$ cat src/verilog/dtg_pkg.sv
// Constants, field layout and state type of the keypad tone generator.
// How it works
// - Writing run bit 1 starts the bursts.
// - Run bit self-clears when generation finishes.
// - Burst stop waits for current cycle end.
// - Continuous stop waits for zero crossing.
// - Select bit picks step words or keypad.
// - Four-bit key code, E star, F hash.
// - Control: run 7, select 4, code 3:0.
// - Output select: sum, first, second, raised cosine.
// - Repeat code gives 1..32 or endless.
// - On time 10 ms, then 50 ms steps.
// - Off time uses the same scale.
package dtg_pkg;
   // Clock, millisecond and sample timing.
   localparam int CLK_HZ        = 25_000_000;
   localparam int MS_UNIT       = 1;
   localparam int MS_CYCLES     = CLK_HZ / 1000 * MS_UNIT;
   localparam int SAMPLE_HZ     = 12000;
   localparam int SAMPLE_CYCLES = CLK_HZ / SAMPLE_HZ;
   // Register indices; byte address is four times the index.
   localparam logic [9:0] IDX_CTRL = 10'h0a0;
   localparam logic [9:0] IDX_OSEL = 10'h0a1;
   localparam logic [9:0] IDX_F1L  = 10'h0a2;
   localparam logic [9:0] IDX_F1H  = 10'h0a3;
   localparam logic [9:0] IDX_F2L  = 10'h0a4;
   localparam logic [9:0] IDX_F2H  = 10'h0a5;
   localparam logic [9:0] IDX_REP  = 10'h0a6;
   localparam logic [9:0] IDX_ON   = 10'h0a7;
   localparam logic [9:0] IDX_OFF  = 10'h0a8;
   // Field positions and reset values.
   localparam int          RUN_BIT     = 7;
   localparam int          KSEL_BIT    = 4;
   localparam logic        RUN_RST     = 1'h0;
   localparam logic        KSEL_RST    = 1'h0;
   localparam logic [3:0]  CODE_RST    = 4'h0;
   localparam logic [1:0]  OSEL_RST    = 2'h0;
   localparam logic [15:0] F1_RST      = 16'h1555;
   localparam logic [15:0] F2_RST      = 16'h4000;
   localparam logic [2:0]  REP_RST     = 3'h0;
   localparam logic [5:0]  ON_RST      = 6'h02;
   localparam logic [5:0]  OFF_RST     = 6'h01;
   // Period code scale in milliseconds, code limits and the endless repeat code.
   localparam logic [10:0] SHORT_STEP_MS = 11'h00a;
   localparam logic [10:0] LONG_STEP_MS  = 11'h032;
   localparam logic [10:0] LONG_BASE_MS  = 11'h0fa;
   localparam logic [5:0]  SHORT_MAX     = 6'h14;
   localparam logic [5:0]  LONG_FIRST    = 6'h19;
   localparam logic [5:0]  LONG_LAST     = 6'h3c;
   localparam logic [5:0]  CONT_CODE     = 6'h3f;
   localparam logic [2:0]  REP_INF       = 3'h7;
   // Output selections, special keys and waveform constants.
   localparam logic [1:0]  OSEL_SUM  = 2'h0;
   localparam logic [1:0]  OSEL_ONE  = 2'h1;
   localparam logic [1:0]  OSEL_TWO  = 2'h2;
   localparam logic [3:0]  KEY_STAR  = 4'he;
   localparam logic [3:0]  KEY_HASH  = 4'hf;
   localparam logic [15:0] SINE_PEAK = 16'h2000;
   localparam logic [15:0] QUARTER   = 16'h4000;
   // Step words of the low and high signalling groups at 12 kHz.
   localparam logic [15:0] ROW_STEP [4] = '{16'h0edd, 16'h106c, 16'h122c, 16'h1412};
   localparam logic [15:0] COL_STEP [4] = '{16'h19c9, 16'h1c7f, 16'h1f81, 16'h22d5};
   typedef enum logic [1:0] {DTG_IDLE, DTG_ON, DTG_OFF} dtg_state_e;
endpackage

$ cat src/verilog/dtg_top.sv
// Keypad tone generator: Wishbone registers, burst engine and sample FIFO.
//
// Chosen here: the Wishbone interface to the registers.
`timescale 1ns/1ps
module dtg_fifo #(
   parameter int W = 16,
   parameter int D = 16
) (
   // Clock and reset.
   input  wire logic         clk_i,
   input  wire logic         rst_i,
   // Filling side.
   input  wire logic         in_valid_i,
   input  wire logic [W-1:0] in_data_i,
   output logic              in_ready_o,
   // Draining side.
   output logic              out_valid_o,
   output logic [W-1:0]      out_data_o,
   input  wire logic         out_ready_i
);
   localparam int AW = $clog2(D);
   localparam int CW = $clog2(D + 1);
   logic [W-1:0]  mem_reg [D];
   logic [W-1:0]  mem_next [D];
   logic [AW-1:0] wr_reg, wr_next, rd_reg, rd_next;
   logic [CW-1:0] cnt_reg, cnt_next;
   logic          push, pop;

   function automatic logic [AW-1:0] nxt(input logic [AW-1:0] p);
      nxt = (p == AW'(D - 1)) ? '0 : p + 1'b1;
   endfunction

   // Full and empty come from the count, so both stay honest.
   always_comb begin
      in_ready_o  = (cnt_reg != CW'(D));
      out_valid_o = (cnt_reg != '0);
      out_data_o  = mem_reg[rd_reg];
      push        = in_valid_i & in_ready_o;
      pop         = out_valid_o & out_ready_i;
      mem_next    = mem_reg;
      wr_next     = wr_reg;
      rd_next     = rd_reg;
      cnt_next    = cnt_reg;
      if (push) begin
         mem_next[wr_reg] = in_data_i;
         wr_next          = nxt(wr_reg);
      end
      if (pop) begin
         rd_next = nxt(rd_reg);
      end
      if (push & ~pop) begin
         cnt_next = cnt_reg + 1'b1;
      end else if (pop & ~push) begin
         cnt_next = cnt_reg - 1'b1;
      end
   end

   // Storage needs no reset; only the pointers and the count do.
   always_ff @(posedge clk_i) begin
      mem_reg <= mem_next;
      if (rst_i) begin
         wr_reg  <= '0;
         rd_reg  <= '0;
         cnt_reg <= '0;
      end else begin
         wr_reg  <= wr_next;
         rd_reg  <= rd_next;
         cnt_reg <= cnt_next;
      end
   end
endmodule // dtg_fifo

module dtg_top #(
   parameter int MS_CYC   = dtg_pkg::MS_CYCLES,
   parameter int SAMP_DIV = dtg_pkg::SAMPLE_CYCLES,
   parameter int FIFO_D   = 16
) (
   // Clock and reset.
   input  wire logic        clk_i,
   input  wire logic        rst_i,
   // Wishbone slave.
   input  wire logic [11:0] wb_adr_i,
   input  wire logic [31:0] wb_dat_i,
   input  wire logic [3:0]  wb_sel_i,
   input  wire logic        wb_we_i,
   input  wire logic        wb_cyc_i,
   input  wire logic        wb_stb_i,
   output logic [31:0]      wb_dat_o,
   output logic             wb_ack_o,
   // Tone sample stream.
   output logic [15:0]      tone_data_o,
   output logic             tone_valid_o,
   input  wire logic        tone_ready_i
);
   localparam int MSW = $clog2(MS_CYC);
   localparam int SPW = $clog2(SAMP_DIV);
   dtg_pkg::dtg_state_e st_reg, st_next;
   logic        ack_reg, ack_next, run_reg, run_next, ksel_reg, ksel_next;
   logic [31:0] rd_reg, rd_next;
   logic [3:0]  code_reg, code_next, rc;
   logic [1:0]  osel_reg, osel_next;
   logic [15:0] f1_reg, f1_next, f2_reg, f2_next, ph1_reg, ph1_next, ph2_reg, ph2_next;
   logic [2:0]  rep_reg, rep_next;
   logic [5:0]  on_reg, on_next, off_reg, off_next, left_reg, left_next;
   logic [10:0] msl_reg, msl_next;
   logic [MSW-1:0] msc_reg, msc_next;
   logic [SPW-1:0] spc_reg, spc_next;
   logic        want_reg, want_next, sign_reg, sign_next;
   logic        ov_reg, ov_next;
   logic [15:0] od_reg, od_next;
   logic [15:0] samp, mix, step1, step2, fifo_od;
   logic [9:0]  idx;
   logic        acc, wr, wr_ctrl, ms_tick, push, zc, last, fifo_ir, fifo_ov, pop;

   // Parabolic half-wave sine; cheap and smooth enough for beeps.
   function automatic logic [15:0] sine(input logic [15:0] ph);
      logic [29:0] p;
      p    = {15'h0, ph[14:0]} * {15'h0, 15'h7fff - ph[14:0]};
      sine = ph[15] ? 16'h0 - {1'b0, p[29:15]} : {1'b0, p[29:15]};
   endfunction

   // Period code to milliseconds; reserved codes clamp to a neighbour.
   function automatic logic [10:0] per_ms(input logic [5:0] c);
      logic [5:0] k;
      k = (c > dtg_pkg::LONG_LAST) ? dtg_pkg::LONG_LAST : c;
      if (k <= dtg_pkg::SHORT_MAX) begin
         per_ms = 11'(k) * dtg_pkg::SHORT_STEP_MS;
      end else if (k < dtg_pkg::LONG_FIRST) begin
         per_ms = 11'(dtg_pkg::SHORT_MAX) * dtg_pkg::SHORT_STEP_MS;
      end else begin
         per_ms = dtg_pkg::LONG_BASE_MS + 11'(k - dtg_pkg::LONG_FIRST) * dtg_pkg::LONG_STEP_MS;
      end
   endfunction

   // Repeat code to burst count; code 7 stands for endless and gives zero.
   function automatic logic [5:0] reps(input logic [2:0] r);
      unique case (r)
         3'h4: reps = 6'h08;
         3'h5: reps = 6'h10;
         3'h6: reps = 6'h20;
         3'h7: reps = 6'h00;
         default: reps = {3'h0, r} + 6'h01;
      endcase
   endfunction

   // Key code to row and column index of the keypad grid.
   always_comb begin
      unique case (code_reg)
         4'h1: rc = 4'h0;
         4'h2: rc = 4'h1;
         4'h3: rc = 4'h2;
         4'ha: rc = 4'h3;
         4'h4: rc = 4'h4;
         4'h5: rc = 4'h5;
         4'h6: rc = 4'h6;
         4'hb: rc = 4'h7;
         4'h7: rc = 4'h8;
         4'h8: rc = 4'h9;
         4'h9: rc = 4'ha;
         4'hc: rc = 4'hb;
         dtg_pkg::KEY_STAR: rc = 4'hc;
         4'h0: rc = 4'hd;
         dtg_pkg::KEY_HASH: rc = 4'he;
         4'hd: rc = 4'hf;
      endcase
   end

   // Step and sample selection; key mode always sums its pair.
   always_comb begin
      step1 = ksel_reg ? dtg_pkg::ROW_STEP[rc[3:2]] : f1_reg;
      step2 = ksel_reg ? dtg_pkg::COL_STEP[rc[1:0]] : f2_reg;
      unique case (osel_reg)
         dtg_pkg::OSEL_SUM: mix = sine(ph1_reg) + sine(ph2_reg);
         dtg_pkg::OSEL_ONE: mix = sine(ph1_reg);
         dtg_pkg::OSEL_TWO: mix = sine(ph2_reg);
         default: mix = dtg_pkg::SINE_PEAK - sine(ph1_reg + dtg_pkg::QUARTER);
      endcase
      if (ksel_reg) begin
         mix = sine(ph1_reg) + sine(ph2_reg);
      end
      samp = (st_reg == dtg_pkg::DTG_ON) ? mix : 16'h0;
   end

   // Register file; a write lands at the edge where the master samples ack.
   always_comb begin
      idx       = wb_adr_i[11:2];
      acc       = wb_cyc_i & wb_stb_i & ~ack_reg;
      wr        = wb_cyc_i & wb_stb_i & ack_reg & wb_we_i & wb_sel_i[0];
      wr_ctrl   = wr & (idx == dtg_pkg::IDX_CTRL);
      ack_next  = acc;
      rd_next   = rd_reg;
      ksel_next = ksel_reg;
      code_next = code_reg;
      osel_next = osel_reg;
      f1_next   = f1_reg;
      f2_next   = f2_reg;
      rep_next  = rep_reg;
      on_next   = on_reg;
      off_next  = off_reg;
      if (wr) begin
         unique case (idx)
            dtg_pkg::IDX_CTRL: begin
               ksel_next = wb_dat_i[dtg_pkg::KSEL_BIT];
               code_next = wb_dat_i[3:0];
            end
            dtg_pkg::IDX_OSEL: osel_next = wb_dat_i[1:0];
            dtg_pkg::IDX_F1L: f1_next[7:0] = wb_dat_i[7:0];
            dtg_pkg::IDX_F1H: f1_next[15:8] = wb_dat_i[7:0];
            dtg_pkg::IDX_F2L: f2_next[7:0] = wb_dat_i[7:0];
            dtg_pkg::IDX_F2H: f2_next[15:8] = wb_dat_i[7:0];
            dtg_pkg::IDX_REP: rep_next = wb_dat_i[2:0];
            dtg_pkg::IDX_ON: on_next = wb_dat_i[5:0];
            dtg_pkg::IDX_OFF: off_next = wb_dat_i[5:0];
            default: ;
         endcase
      end
      if (acc) begin
         unique case (idx)
            dtg_pkg::IDX_CTRL: rd_next = {24'h0, run_reg, 2'h0, ksel_reg, code_reg};
            dtg_pkg::IDX_OSEL: rd_next = {30'h0, osel_reg};
            dtg_pkg::IDX_F1L: rd_next = {24'h0, f1_reg[7:0]};
            dtg_pkg::IDX_F1H: rd_next = {24'h0, f1_reg[15:8]};
            dtg_pkg::IDX_F2L: rd_next = {24'h0, f2_reg[7:0]};
            dtg_pkg::IDX_F2H: rd_next = {24'h0, f2_reg[15:8]};
            dtg_pkg::IDX_REP: rd_next = {29'h0, rep_reg};
            dtg_pkg::IDX_ON: rd_next = {26'h0, on_reg};
            dtg_pkg::IDX_OFF: rd_next = {26'h0, off_reg};
            default: rd_next = 32'h0;
         endcase
      end
   end

   always_ff @(posedge clk_i) begin
      if (rst_i) begin
         ack_reg  <= 1'h0;
         rd_reg   <= 32'h0;
         ksel_reg <= dtg_pkg::KSEL_RST;
         code_reg <= dtg_pkg::CODE_RST;
         osel_reg <= dtg_pkg::OSEL_RST;
         f1_reg   <= dtg_pkg::F1_RST;
         f2_reg   <= dtg_pkg::F2_RST;
         rep_reg  <= dtg_pkg::REP_RST;
         on_reg   <= dtg_pkg::ON_RST;
         off_reg  <= dtg_pkg::OFF_RST;
      end else begin
         ack_reg  <= ack_next;
         rd_reg   <= rd_next;
         ksel_reg <= ksel_next;
         code_reg <= code_next;
         osel_reg <= osel_next;
         f1_reg   <= f1_next;
         f2_reg   <= f2_next;
         rep_reg  <= rep_next;
         on_reg   <= on_next;
         off_reg  <= off_next;
      end
   end

   // Burst engine. Phases only move when a sample enters the FIFO, so a
   // stalled stream slows the tone instead of tearing it.
   always_comb begin
      st_next   = st_reg;
      run_next  = run_reg;
      left_next = left_reg;
      msl_next  = msl_reg;
      ph1_next  = ph1_reg;
      ph2_next  = ph2_reg;
      sign_next = sign_reg;
      want_next = want_reg;
      push      = want_reg & fifo_ir;
      zc        = push & ((samp == 16'h0) | (samp[15] != sign_reg));
      ms_tick   = (msc_reg == MSW'(MS_CYC - 1));
      msc_next  = ms_tick ? '0 : msc_reg + 1'b1;
      spc_next  = spc_reg + 1'b1;
      last      = ~run_reg | ((rep_reg != dtg_pkg::REP_INF) & (left_reg <= 6'h01));
      if (push) begin
         want_next = 1'b0;
         sign_next = samp[15];
         if (st_reg == dtg_pkg::DTG_ON) begin
            ph1_next = ph1_reg + step1 + 16'h1;
            ph2_next = ph2_reg + step2 + 16'h1;
         end
      end
      if (spc_reg == SPW'(SAMP_DIV - 1)) begin
         spc_next  = '0;
         want_next = 1'b1;
      end
      if (ms_tick & (msl_reg != 11'h0)) begin
         msl_next = msl_reg - 11'h1;
      end
      unique case (st_reg)
         dtg_pkg::DTG_IDLE: begin
            if (run_reg) begin
               st_next   = dtg_pkg::DTG_ON;
               left_next = reps(rep_reg);
               msl_next  = per_ms(on_reg);
               msc_next  = '0;
               ph1_next  = 16'h0;
               ph2_next  = 16'h0;
            end
         end
         dtg_pkg::DTG_ON: begin
            if (on_reg == dtg_pkg::CONT_CODE) begin
               if (~run_reg & zc) begin
                  st_next = dtg_pkg::DTG_IDLE;
               end
            end else if (ms_tick & (msl_reg <= 11'h1)) begin
               st_next  = dtg_pkg::DTG_OFF;
               msl_next = per_ms(off_reg);
               msc_next = '0;
            end
         end
         dtg_pkg::DTG_OFF: begin
            if (ms_tick & (msl_reg <= 11'h1)) begin
               if (last) begin
                  st_next = dtg_pkg::DTG_IDLE;
               end else begin
                  st_next   = dtg_pkg::DTG_ON;
                  left_next = left_reg - 6'h1;
                  msl_next  = per_ms(on_reg);
                  msc_next  = '0;
                  ph1_next  = 16'h0;
                  ph2_next  = 16'h0;
               end
            end
         end
      endcase
      if ((st_reg != dtg_pkg::DTG_IDLE) & (st_next == dtg_pkg::DTG_IDLE)) begin
         run_next = 1'b0;
      end
      // A software write comes last, so a set in the finishing cycle wins.
      if (wr_ctrl) begin
         run_next = wb_dat_i[dtg_pkg::RUN_BIT];
      end
   end

   always_ff @(posedge clk_i) begin
      if (rst_i) begin
         st_reg   <= dtg_pkg::DTG_IDLE;
         run_reg  <= dtg_pkg::RUN_RST;
         left_reg <= 6'h0;
         msl_reg  <= 11'h0;
         msc_reg  <= '0;
         spc_reg  <= '0;
         ph1_reg  <= 16'h0;
         ph2_reg  <= 16'h0;
         sign_reg <= 1'h0;
         want_reg <= 1'h0;
      end else begin
         st_reg   <= st_next;
         run_reg  <= run_next;
         left_reg <= left_next;
         msl_reg  <= msl_next;
         msc_reg  <= msc_next;
         spc_reg  <= spc_next;
         ph1_reg  <= ph1_next;
         ph2_reg  <= ph2_next;
         sign_reg <= sign_next;
         want_reg <= want_next;
      end
   end

   dtg_fifo #(.W(16), .D(FIFO_D)) u_fifo (
      .clk_i       (clk_i),
      .rst_i       (rst_i),
      .in_valid_i  (want_reg),
      .in_data_i   (samp),
      .in_ready_o  (fifo_ir),
      .out_valid_o (fifo_ov),
      .out_data_o  (fifo_od),
      .out_ready_i (pop)
   );

   // Output register keeps every top output on a flip-flop.
   always_comb begin
      pop     = fifo_ov & (~ov_reg | tone_ready_i);
      ov_next = pop | (ov_reg & ~tone_ready_i);
      od_next = pop ? fifo_od : od_reg;
   end

   always_ff @(posedge clk_i) begin
      if (rst_i) begin
         ov_reg <= 1'h0;
         od_reg <= 16'h0;
      end else begin
         ov_reg <= ov_next;
         od_reg <= od_next;
      end
   end

   assign wb_ack_o     = ack_reg;
   assign wb_dat_o     = rd_reg;
   assign tone_valid_o = ov_reg;
   assign tone_data_o  = od_reg;
endmodule // dtg_top

$ cat config.mk
export PLATFORM = sky130hd
export DESIGN_NAME = dtg_top
export DESIGN_NICKNAME = d
export VERILOG_FILES = /design/src/verilog/dtg_pkg.sv /design/src/verilog/dtg_top.sv
export SDC_FILE = /design/constraint.sdc
export NUM_CORES = 2
export LEC_CHECK = 0
export BUFFER_PORTS_ARGS = -buffer_cell sky130_fd_sc_hd__clkbuf_2
export CORE_MARGIN = 1.5
export CORE_UTILIZATION = 30
export DETAILED_ROUTE_END_ITERATION = 8
export PLACE_DENSITY = 0.41
export SLEW_MARGIN = 25
export SYNTH_ARGS = -nofsm -noshare
export SYNTH_HDL_FRONTEND = slang
export SYNTH_SLANG_ARGS = --single-unit
$ cat constraint.sdc
create_clock -name clk_i -period 16.1 [get_ports clk_i]
set_clock_uncertainty 0.05 [all_clocks]
set_input_delay 0.805 -clock clk_i [delete_from_list [all_inputs] [get_ports clk_i]]
set_output_delay 0.805 -clock clk_i [all_outputs]
set_load 0.005 [all_outputs]
Word-level counts from Yosys, hierarchy flattened
Memories as Yosys holds them, arrays and structs flattened. A register that Yosys moved wholly into a read port is not among the register bits.
Cells that the tools add are included.
{"block": "totals", "elab_cells": 248, "mem_count": 1, "ram_bits": 0, "romBits": 64, "latch_bits": 0, "input_bits": 54, "register_bits": 454, "out_inout_bits": 50}
{"memory": "(name not given)", "depth": 16, "width": 4, "rd": 1, "rd_ports_with_merged_regs": 1, "write_ports": 0, "line_no": "dtg_top.sv:148", "source": "unique case (code_reg)"}
{"block": "classes", "n_addsub": 26, "eq_ne": 28, "div": 0, "n_reduce_logical": 23, "n_mux": 75, "bitwise": 32, "n_lt_le_gt_ge": 13, "mul": 7, "shift": 0}
{"cell": "$mux W16", "n": 24}
{"cell": "$bwmux W256", "n": 1}
{"cell": "$mux W11", "n": 10}
{"cell": "$eq A10 B8 Y1 const B", "n": 9}
{"cell": "$mul A15 B15 Y30", "n": 3}
{"cell": "$mux W15", "n": 6}
{"cell": "$pmux W8 S9", "n": 1}
{"cell": "$bmux W16 S2", "n": 2}
{"cell": "$bmux W16 S4", "n": 1}
{"cell": "$demux W16 S4", "n": 1}
{"cell": "$pmux W16 S2", "n": 2}
{"cell": "$add A16 B16 Y16", "n": 3}
{"cell": "$pmux W16 S3", "n": 1}
{"cell": "$sub A1 B15 Y16 const A", "n": 3}
{"cell": "$pmux W15 S3", "n": 1}
{"cell": "$sub A15 B15 Y15 const A", "n": 3}
{"cell": "$pmux W11 S3", "n": 1}
{"cell": "$add A16 B1 Y16 const B", "n": 2}
{"cell": "$mux W6", "n": 5}
{"cell": "$pmux W6 S4", "n": 1}
{"cell": "$add A8 B11 Y11 const A", "n": 2}
{"cell": "$mul A11 B5 Y10 const B", "n": 2}
{"cell": "$and A1 B1 Y1", "n": 18}
{"cell": "$mul A6 B3 Y9 const B", "n": 2}
{"cell": "49 further kinds", "n": 100}

Depth between registers and ports, before layout
{"block": "depth", "word_depth": 20, "depth_mapped": 43, "ltp_nobuf": 41}

Cells and area by module
A second synthesis with hierarchy kept.
{"block": "hier_totals", "cells_unflattened": 4354, "area_unflattened_um2": 41883.9}
{"mod": "dtg_top", "area_per_inst_um2": 31366.3, "seq_area_each_um2": 3303.2, "n_inst": 1, "cells_each": 3853}
{"mod": "dtg_fifo", "area_per_inst_um2": 10517.6, "seq_area_each_um2": 7947.6, "n_inst": 1, "cells_each": 501}

Worst setup path before layout
OpenSTA, ideal clock, no wires.
{"block": "synth_path", "path_type": "reg2reg", "startpoint": "reg ph1_reg[12]", "endpoint": "reg run_reg", "path_buffers": 3, "t_arrival_ns": 9.780, "path_slack_ns": 6.139, "period_less_slack_ns": 9.961, "setup_time_ns": 0.132, "path_stages_with_launch": 38, "cell_sequence": "dfxtp_1 > clkbuf_1 > clkinv_1 > clkbuf_1 > nor2_1 > fa_1 > fa_1 > inv_1 > fa_1 > fa_1 > fa_1 > fa_1 > inv_1 > ha_1 > clkbuf_1 > nand2_1 > o21ai_0 > mux2_2 > (+2 left out) > nand3b_1 > o21ai_0 > xor2_1 > ha_1 > or2_2 > o31ai_1 > nor2_1 > nor2_1 > xor2_1 > nor2_1 > a2111oi_0 > nand2b_1 > a211oi_1 > or3_1 > or4_1 > or4b_1 > o211ai_1 > a311oi_1"}
{"block": "synth_via", "elab_chain_len": 19, "word_cells_on_any_way": 25}
{"element": "start: declaration", "line_no": "dtg_top.sv:102", "source": "logic [15:0] f1_reg, f1_next, f2_reg, f2_next, ph1_reg, ph1_next, ph2_reg, ph2_next;"}
{"element": "start signal: assignment", "line_no": "dtg_top.sv:356", "source": "ph1_reg <= ph1_next;"}
{"element": "$add A16 B15 Y16", "line_no": "dtg_top.sv:176", "source": "default: mix = dtg_pkg::SINE_PEAK - sine(ph1_reg + dtg_pkg::QUARTER);"}
{"element": "$sub A15 B15 Y15", "line_no": "dtg_top.sv:118", "source": "p = {15'h0, ph[14:0]} * {15'h0, 15'h7fff - ph[14:0]};"}
{"element": "$mul A15 B15 Y30", "line_no": "dtg_top.sv:118"}
{"element": "$sub A1 B15 Y16", "line_no": "dtg_top.sv:119", "source": "sine = ph[15] ? 16'h0 - {1'b0, p[29:15]} : {1'b0, p[29:15]};"}
{"element": "$mux W16", "line_no": "dtg_top.sv:119"}
{"element": "$sub A14 B16 Y16", "line_no": "dtg_top.sv:176"}
{"element": "$pmux W16 S3", "line_no": "dtg_top.sv:172", "source": "unique case (osel_reg)"}
{"element": "$mux W16 *", "line_no": "dtg_top.sv:178", "source": "if (ksel_reg) begin"}
{"element": "(+1 left out)"}
{"element": "net samp[7]", "line_no": "dtg_top.sv:111", "source": "logic [15:0] samp, mix, step1, step2, fifo_od;"}
{"element": "(+2 left out)"}
{"element": "$and A1 B1 Y1 *", "line_no": "dtg_top.sv:271", "source": "zc = push & ((samp == 16'h0) | (samp[15] != sign_reg));"}
{"element": "$and A1 B1 Y1 *", "line_no": "dtg_top.sv:304", "source": "if (~run_reg & zc) begin"}
{"element": "$mux W2 *", "line_no": "dtg_top.sv:304"}
{"element": "$mux W2 *", "line_no": "dtg_top.sv:303", "source": "if (on_reg == dtg_pkg::CONT_CODE) begin"}
{"element": "$pmux W2 S3 *", "line_no": "dtg_top.sv:291", "source": "unique case (st_reg)"}
{"element": "$logic_not A2 Y1 *", "line_no": "dtg_top.sv:328", "source": "if ((st_reg != dtg_pkg::DTG_IDLE) & (st_next == dtg_pkg::DTG_IDLE)) begin"}
{"element": "$and A1 B1 Y1 *", "line_no": "dtg_top.sv:328"}
{"element": "$reduce_bool A2 Y1 (no line) *"}
{"element": "end signal: assignment", "line_no": "dtg_top.sv:340", "source": "run_reg <= dtg_pkg::RUN_RST;"}
{"element": "end signal: assignment", "line_no": "dtg_top.sv:351", "source": "run_reg <= run_next;"}
{"element": "end: declaration", "line_no": "dtg_top.sv:98", "source": "logic ack_reg, ack_next, run_reg, run_next, ksel_reg, ksel_next;"}
Mark *: on every way through the listed nets, which the timed path passes. The rest lies on a longest branch.
A chain may end at the register's enable or synchronous reset.

Final worst setup path
{"block": "layout_path", "startpoint": "reg ph1_reg[8]", "endpoint": "reg st_reg[0]"}
{"block": "layout_via", "elab_chain_len": 16, "word_cells_on_any_way": 22}
{"element": "$add A16 B15 Y16", "line_no": "dtg_top.sv:176"}
{"element": "$sub A15 B15 Y15", "line_no": "dtg_top.sv:118"}
{"element": "$mul A15 B15 Y30", "line_no": "dtg_top.sv:118"}
{"element": "$sub A1 B15 Y16", "line_no": "dtg_top.sv:119"}
{"element": "$mux W16", "line_no": "dtg_top.sv:119"}
{"element": "$sub A14 B16 Y16", "line_no": "dtg_top.sv:176"}
{"element": "$pmux W16 S3", "line_no": "dtg_top.sv:172"}
{"element": "$mux W16 *", "line_no": "dtg_top.sv:178"}
{"element": "$mux W16 *", "line_no": "dtg_top.sv:181", "source": "samp = (st_reg == dtg_pkg::DTG_ON) ? mix : 16'h0;"}
{"element": "$logic_not A16 Y1 or $ne A1 B1 Y1 (tied branches)", "line_no": "dtg_top.sv:271"}
{"element": "$or A1 B1 Y1 *", "line_no": "dtg_top.sv:271"}
{"element": "$and A1 B1 Y1 *", "line_no": "dtg_top.sv:271"}
{"element": "$and A1 B1 Y1 *", "line_no": "dtg_top.sv:304"}
{"element": "$mux W2 *", "line_no": "dtg_top.sv:304"}
{"element": "$mux W2 *", "line_no": "dtg_top.sv:303"}
{"element": "$pmux W2 S3 *", "line_no": "dtg_top.sv:291"}
{"element": "end signal: assignment", "line_no": "dtg_top.sv:339", "source": "st_reg <= dtg_pkg::DTG_IDLE;"}
{"element": "end signal: assignment", "line_no": "dtg_top.sv:350", "source": "st_reg <= st_next;"}
{"element": "end: declaration", "line_no": "dtg_top.sv:97", "source": "dtg_pkg::dtg_state_e st_reg, st_next;"}
Every way passes the cells marked *; elsewhere a longest branch is shown, timed or not.

==> impl_metrics.toml <==
[synthesis]
synth-seq-cells = 434
synth.top_cells.by_count = "inv_1, nor2_1, ha_1"
yosysTopAreaCell = "edfxtp_1"
yosysUniqueCellTypes = 93
syn_area_um2 = 41900
synth_area_leaders = "edfxtp_1, fa_1, ha_1"
netlist.area_leader.share = 0.183
ys_seq_area_frac = 0.269
synth_ff_type = "edfxtp_1"
yosys_warnings = 0
async_reset_ff_frac = 0
syn_inst = 4392
synth_edf_count = 256
post-synth-top-count-cell = "inv_1"
avgSynthCellArea_um2 = 9.54

[grt]
grt_pass1_wl_mm = 190
grt_use_total = 0.172
first_global_vias = 31400
gr-total-overflow = 0
grt_max_degree = 65
antenna_found_initial = 5

[setup_path]
required_ns = 16.50
end_kind = "register"
crit_slowest_cell = "clkinv_1"
critPathLaunchType = "register"
cp_max_fo = 19
crit_top_cell = "fa_1"
worstSetupPathType = "register to register"
cp_num_buf_inv = 5
crit_path_max_incr_delay_ns = 0.98
cp_top_family = "adder cells"
arrival_ns = 12.68

[sta]
whs_ns = 0.404
worst_slack_ns = 3.82
final_max_slew_viol_count = 0
maxSlewHeadroom = 0.281
report.final.hold_viol_count = 0
max_freq_ghz = 0.0814
post-route-min-period_ns = 12.28
grt_setup_unrepaired = "false"
setup-violations-final = 0
period_share = 0.763
worst_pin_slew_ns = 1.08
setup_tns_ns = 0

[cells_and_area]
final_area_um2 = 45900
fin_cells = 6252
syn_to_final_growth_pct = 9.47
num-fill-cells = 14300
nets = 5221
layout-drive-gt1-share = 0.0818
largest_reg_flops = 256

[clocking]
cts_sinks = 434
cts_max_level = 2
cts-resized-gates = 0
clk_pin_slew_ns = 0.06
cts-buffers-inserted = 50
clockBufferDepth = 3
root_buffer = "clkbuf_16"
clk_latency_ns = 0.64
cts_setup_buffers = 0
holdBufCountCts = 0
cts_tree = "done"

[placed_design]
port_buffers = 50
gp_congestion = 0.804
dp_hpwl_mm = 93.7
post_dp_cell_area_um2 = 44200
dp_cells = 6165
dpl_worst_slack_ns = 3.91

[route]
ant_nets = 0
routed_wl_mm = 122
first_iter_violations = 1748
firstDrtPassIters = 5
drc_errors = 0
viasPerCell = 4.86
vias = 30400
wl_per_cell_um = 19.5

[floorplanning]
rows = 136
core_region_area_um2 = 138000
io_pins = 104
fp.dieW_um = 377
die_y_um = 377
dieArea_um2 = 142000
initial_core_util = 0.304

[pwr]
max-vdd-ir-drop_mv = 0.0852
power_density_nw_per_um2 = 59.0
combPwrFrac = 0.122
p_clk_frac = 0.421
intPower_w = 0.00199
p_sw_frac = 0.265
p_switching_w = 0.000717
pwr-share-seq = 0.457
p_leak_nw = 20.1

[status]
outcome = "finished clean"

[flow_run]
maxCapViolations = 0

[min_path]
hp-class = "register to register"
==> path summary, 6_finish.rpt <==
| path | from | cells after the start | endpoint | slack, ns |
|---|---|---|---|---|
| worst max-delay path | ph1_reg[8] | 37 | st_reg[0] | 3.82 |
| worst max register to register | ph1_reg[8] | 37 | st_reg[0] | 3.82 |
| worst min-delay path | tone_data_o[5] | 2 | tone_data_o[5] | 0.40 |
| worst min register to register | tone_data_o[5] | 2 | tone_data_o[5] | 0.40 |
==> area by class of cell <==
| type | instances | area [µm²] | share of cell area |
|---|---|---|---|
| diodes | 2 | 5.00 | 0.000109 |
| clock buffers | 64 | 1350 | 0.0295 |
| clock inverters | 21 | 253 | 0.00551 |
| inverters | 597 | 2240 | 0.0489 |
| multi-input cells | 3149 | 27600 | 0.602 |
| flip-flops and latches | 434 | 11300 | 0.245 |
| well taps | 1863 | 2330 | 0.0508 |
| repair buffers | 122 | 793 | 0.0173 |
==> power groups by stage <==
stage / logic [W] / registers [W] / clock network [W]
after floorplan: 0.000269 / 0.00122 / 0
after global placement: 0.000340 / 0.00127 / 0
after detailed placement: 0.000340 / 0.00126 / 0
after CTS: 0.000343 / 0.00124 / 0.00118
after global routing: 0.000361 / 0.00125 / 0.00122
final: 0.000330 / 0.00124 / 0.00114
==> metrics by stage <==
stage                      util  power [W]
after floorplan               -    0.00149
after global placement    0.320    0.00160
after detailed placement  0.321    0.00161
after CTS                 0.332    0.00276
after global routing      0.332    0.00283
final                     0.332    0.00271
==> metal layers <==
layer  vias up  track usage  wire (µm)
met1     15200        0.227      55800
met5         -            0         39
met2       401        0.309      61100
met3        99       0.0163       3420
li1      14700            -          -
met4         6       0.0274       1680
==> cell usage in the layout (no fill, tap or decap), types with 63 or more instances in the layout <==
| cell type | instances |
|---|---|
| a21oi_1 | 210 |
| buf_4 | 73 |
| dfxtp_1 | 175 |
| edfxtp_1 | 256 |
| fa_1 | 381 |
| ha_1 | 432 |
| inv_1 | 581 |
| mux4_2 | 81 |
| nand2_1 | 410 |
| nand3_1 | 63 |
| nor2_1 | 529 |
| o21ai_0 | 115 |
| xnor2_1 | 111 |
| xor2_1 | 78 |
==> worst reg2reg max path: cells and delay by family, from the launching register on <==
kind	cells	cell delay, ns
muxes	1	0.39
DFF	1	0.81
buffers and inverters	5	1.25
xor gates and xnor gates	3	0.73
AOI/OAI and AO/OA	11	3.09
and+or+nand+nor	9	2.29
adders and majority gates	8	3.53
==> logic make-up after synthesis <==
group / after synthesis / synth area share
AO/OA/AOI/OAI: 666 / 0.105
AND/OR/NAND/NOR: 1306 / 0.138
buffers and inverters: 832 / 0.0770
multiplexers: 150 / 0.0605
other: 1 / 0.0000895
adder cells (fa/ha/maj): 813 / 0.311
XOR/XNOR: 190 / 0.0400
flip-flops: 434 / 0.269
Power figures use the tool's default switching activity.
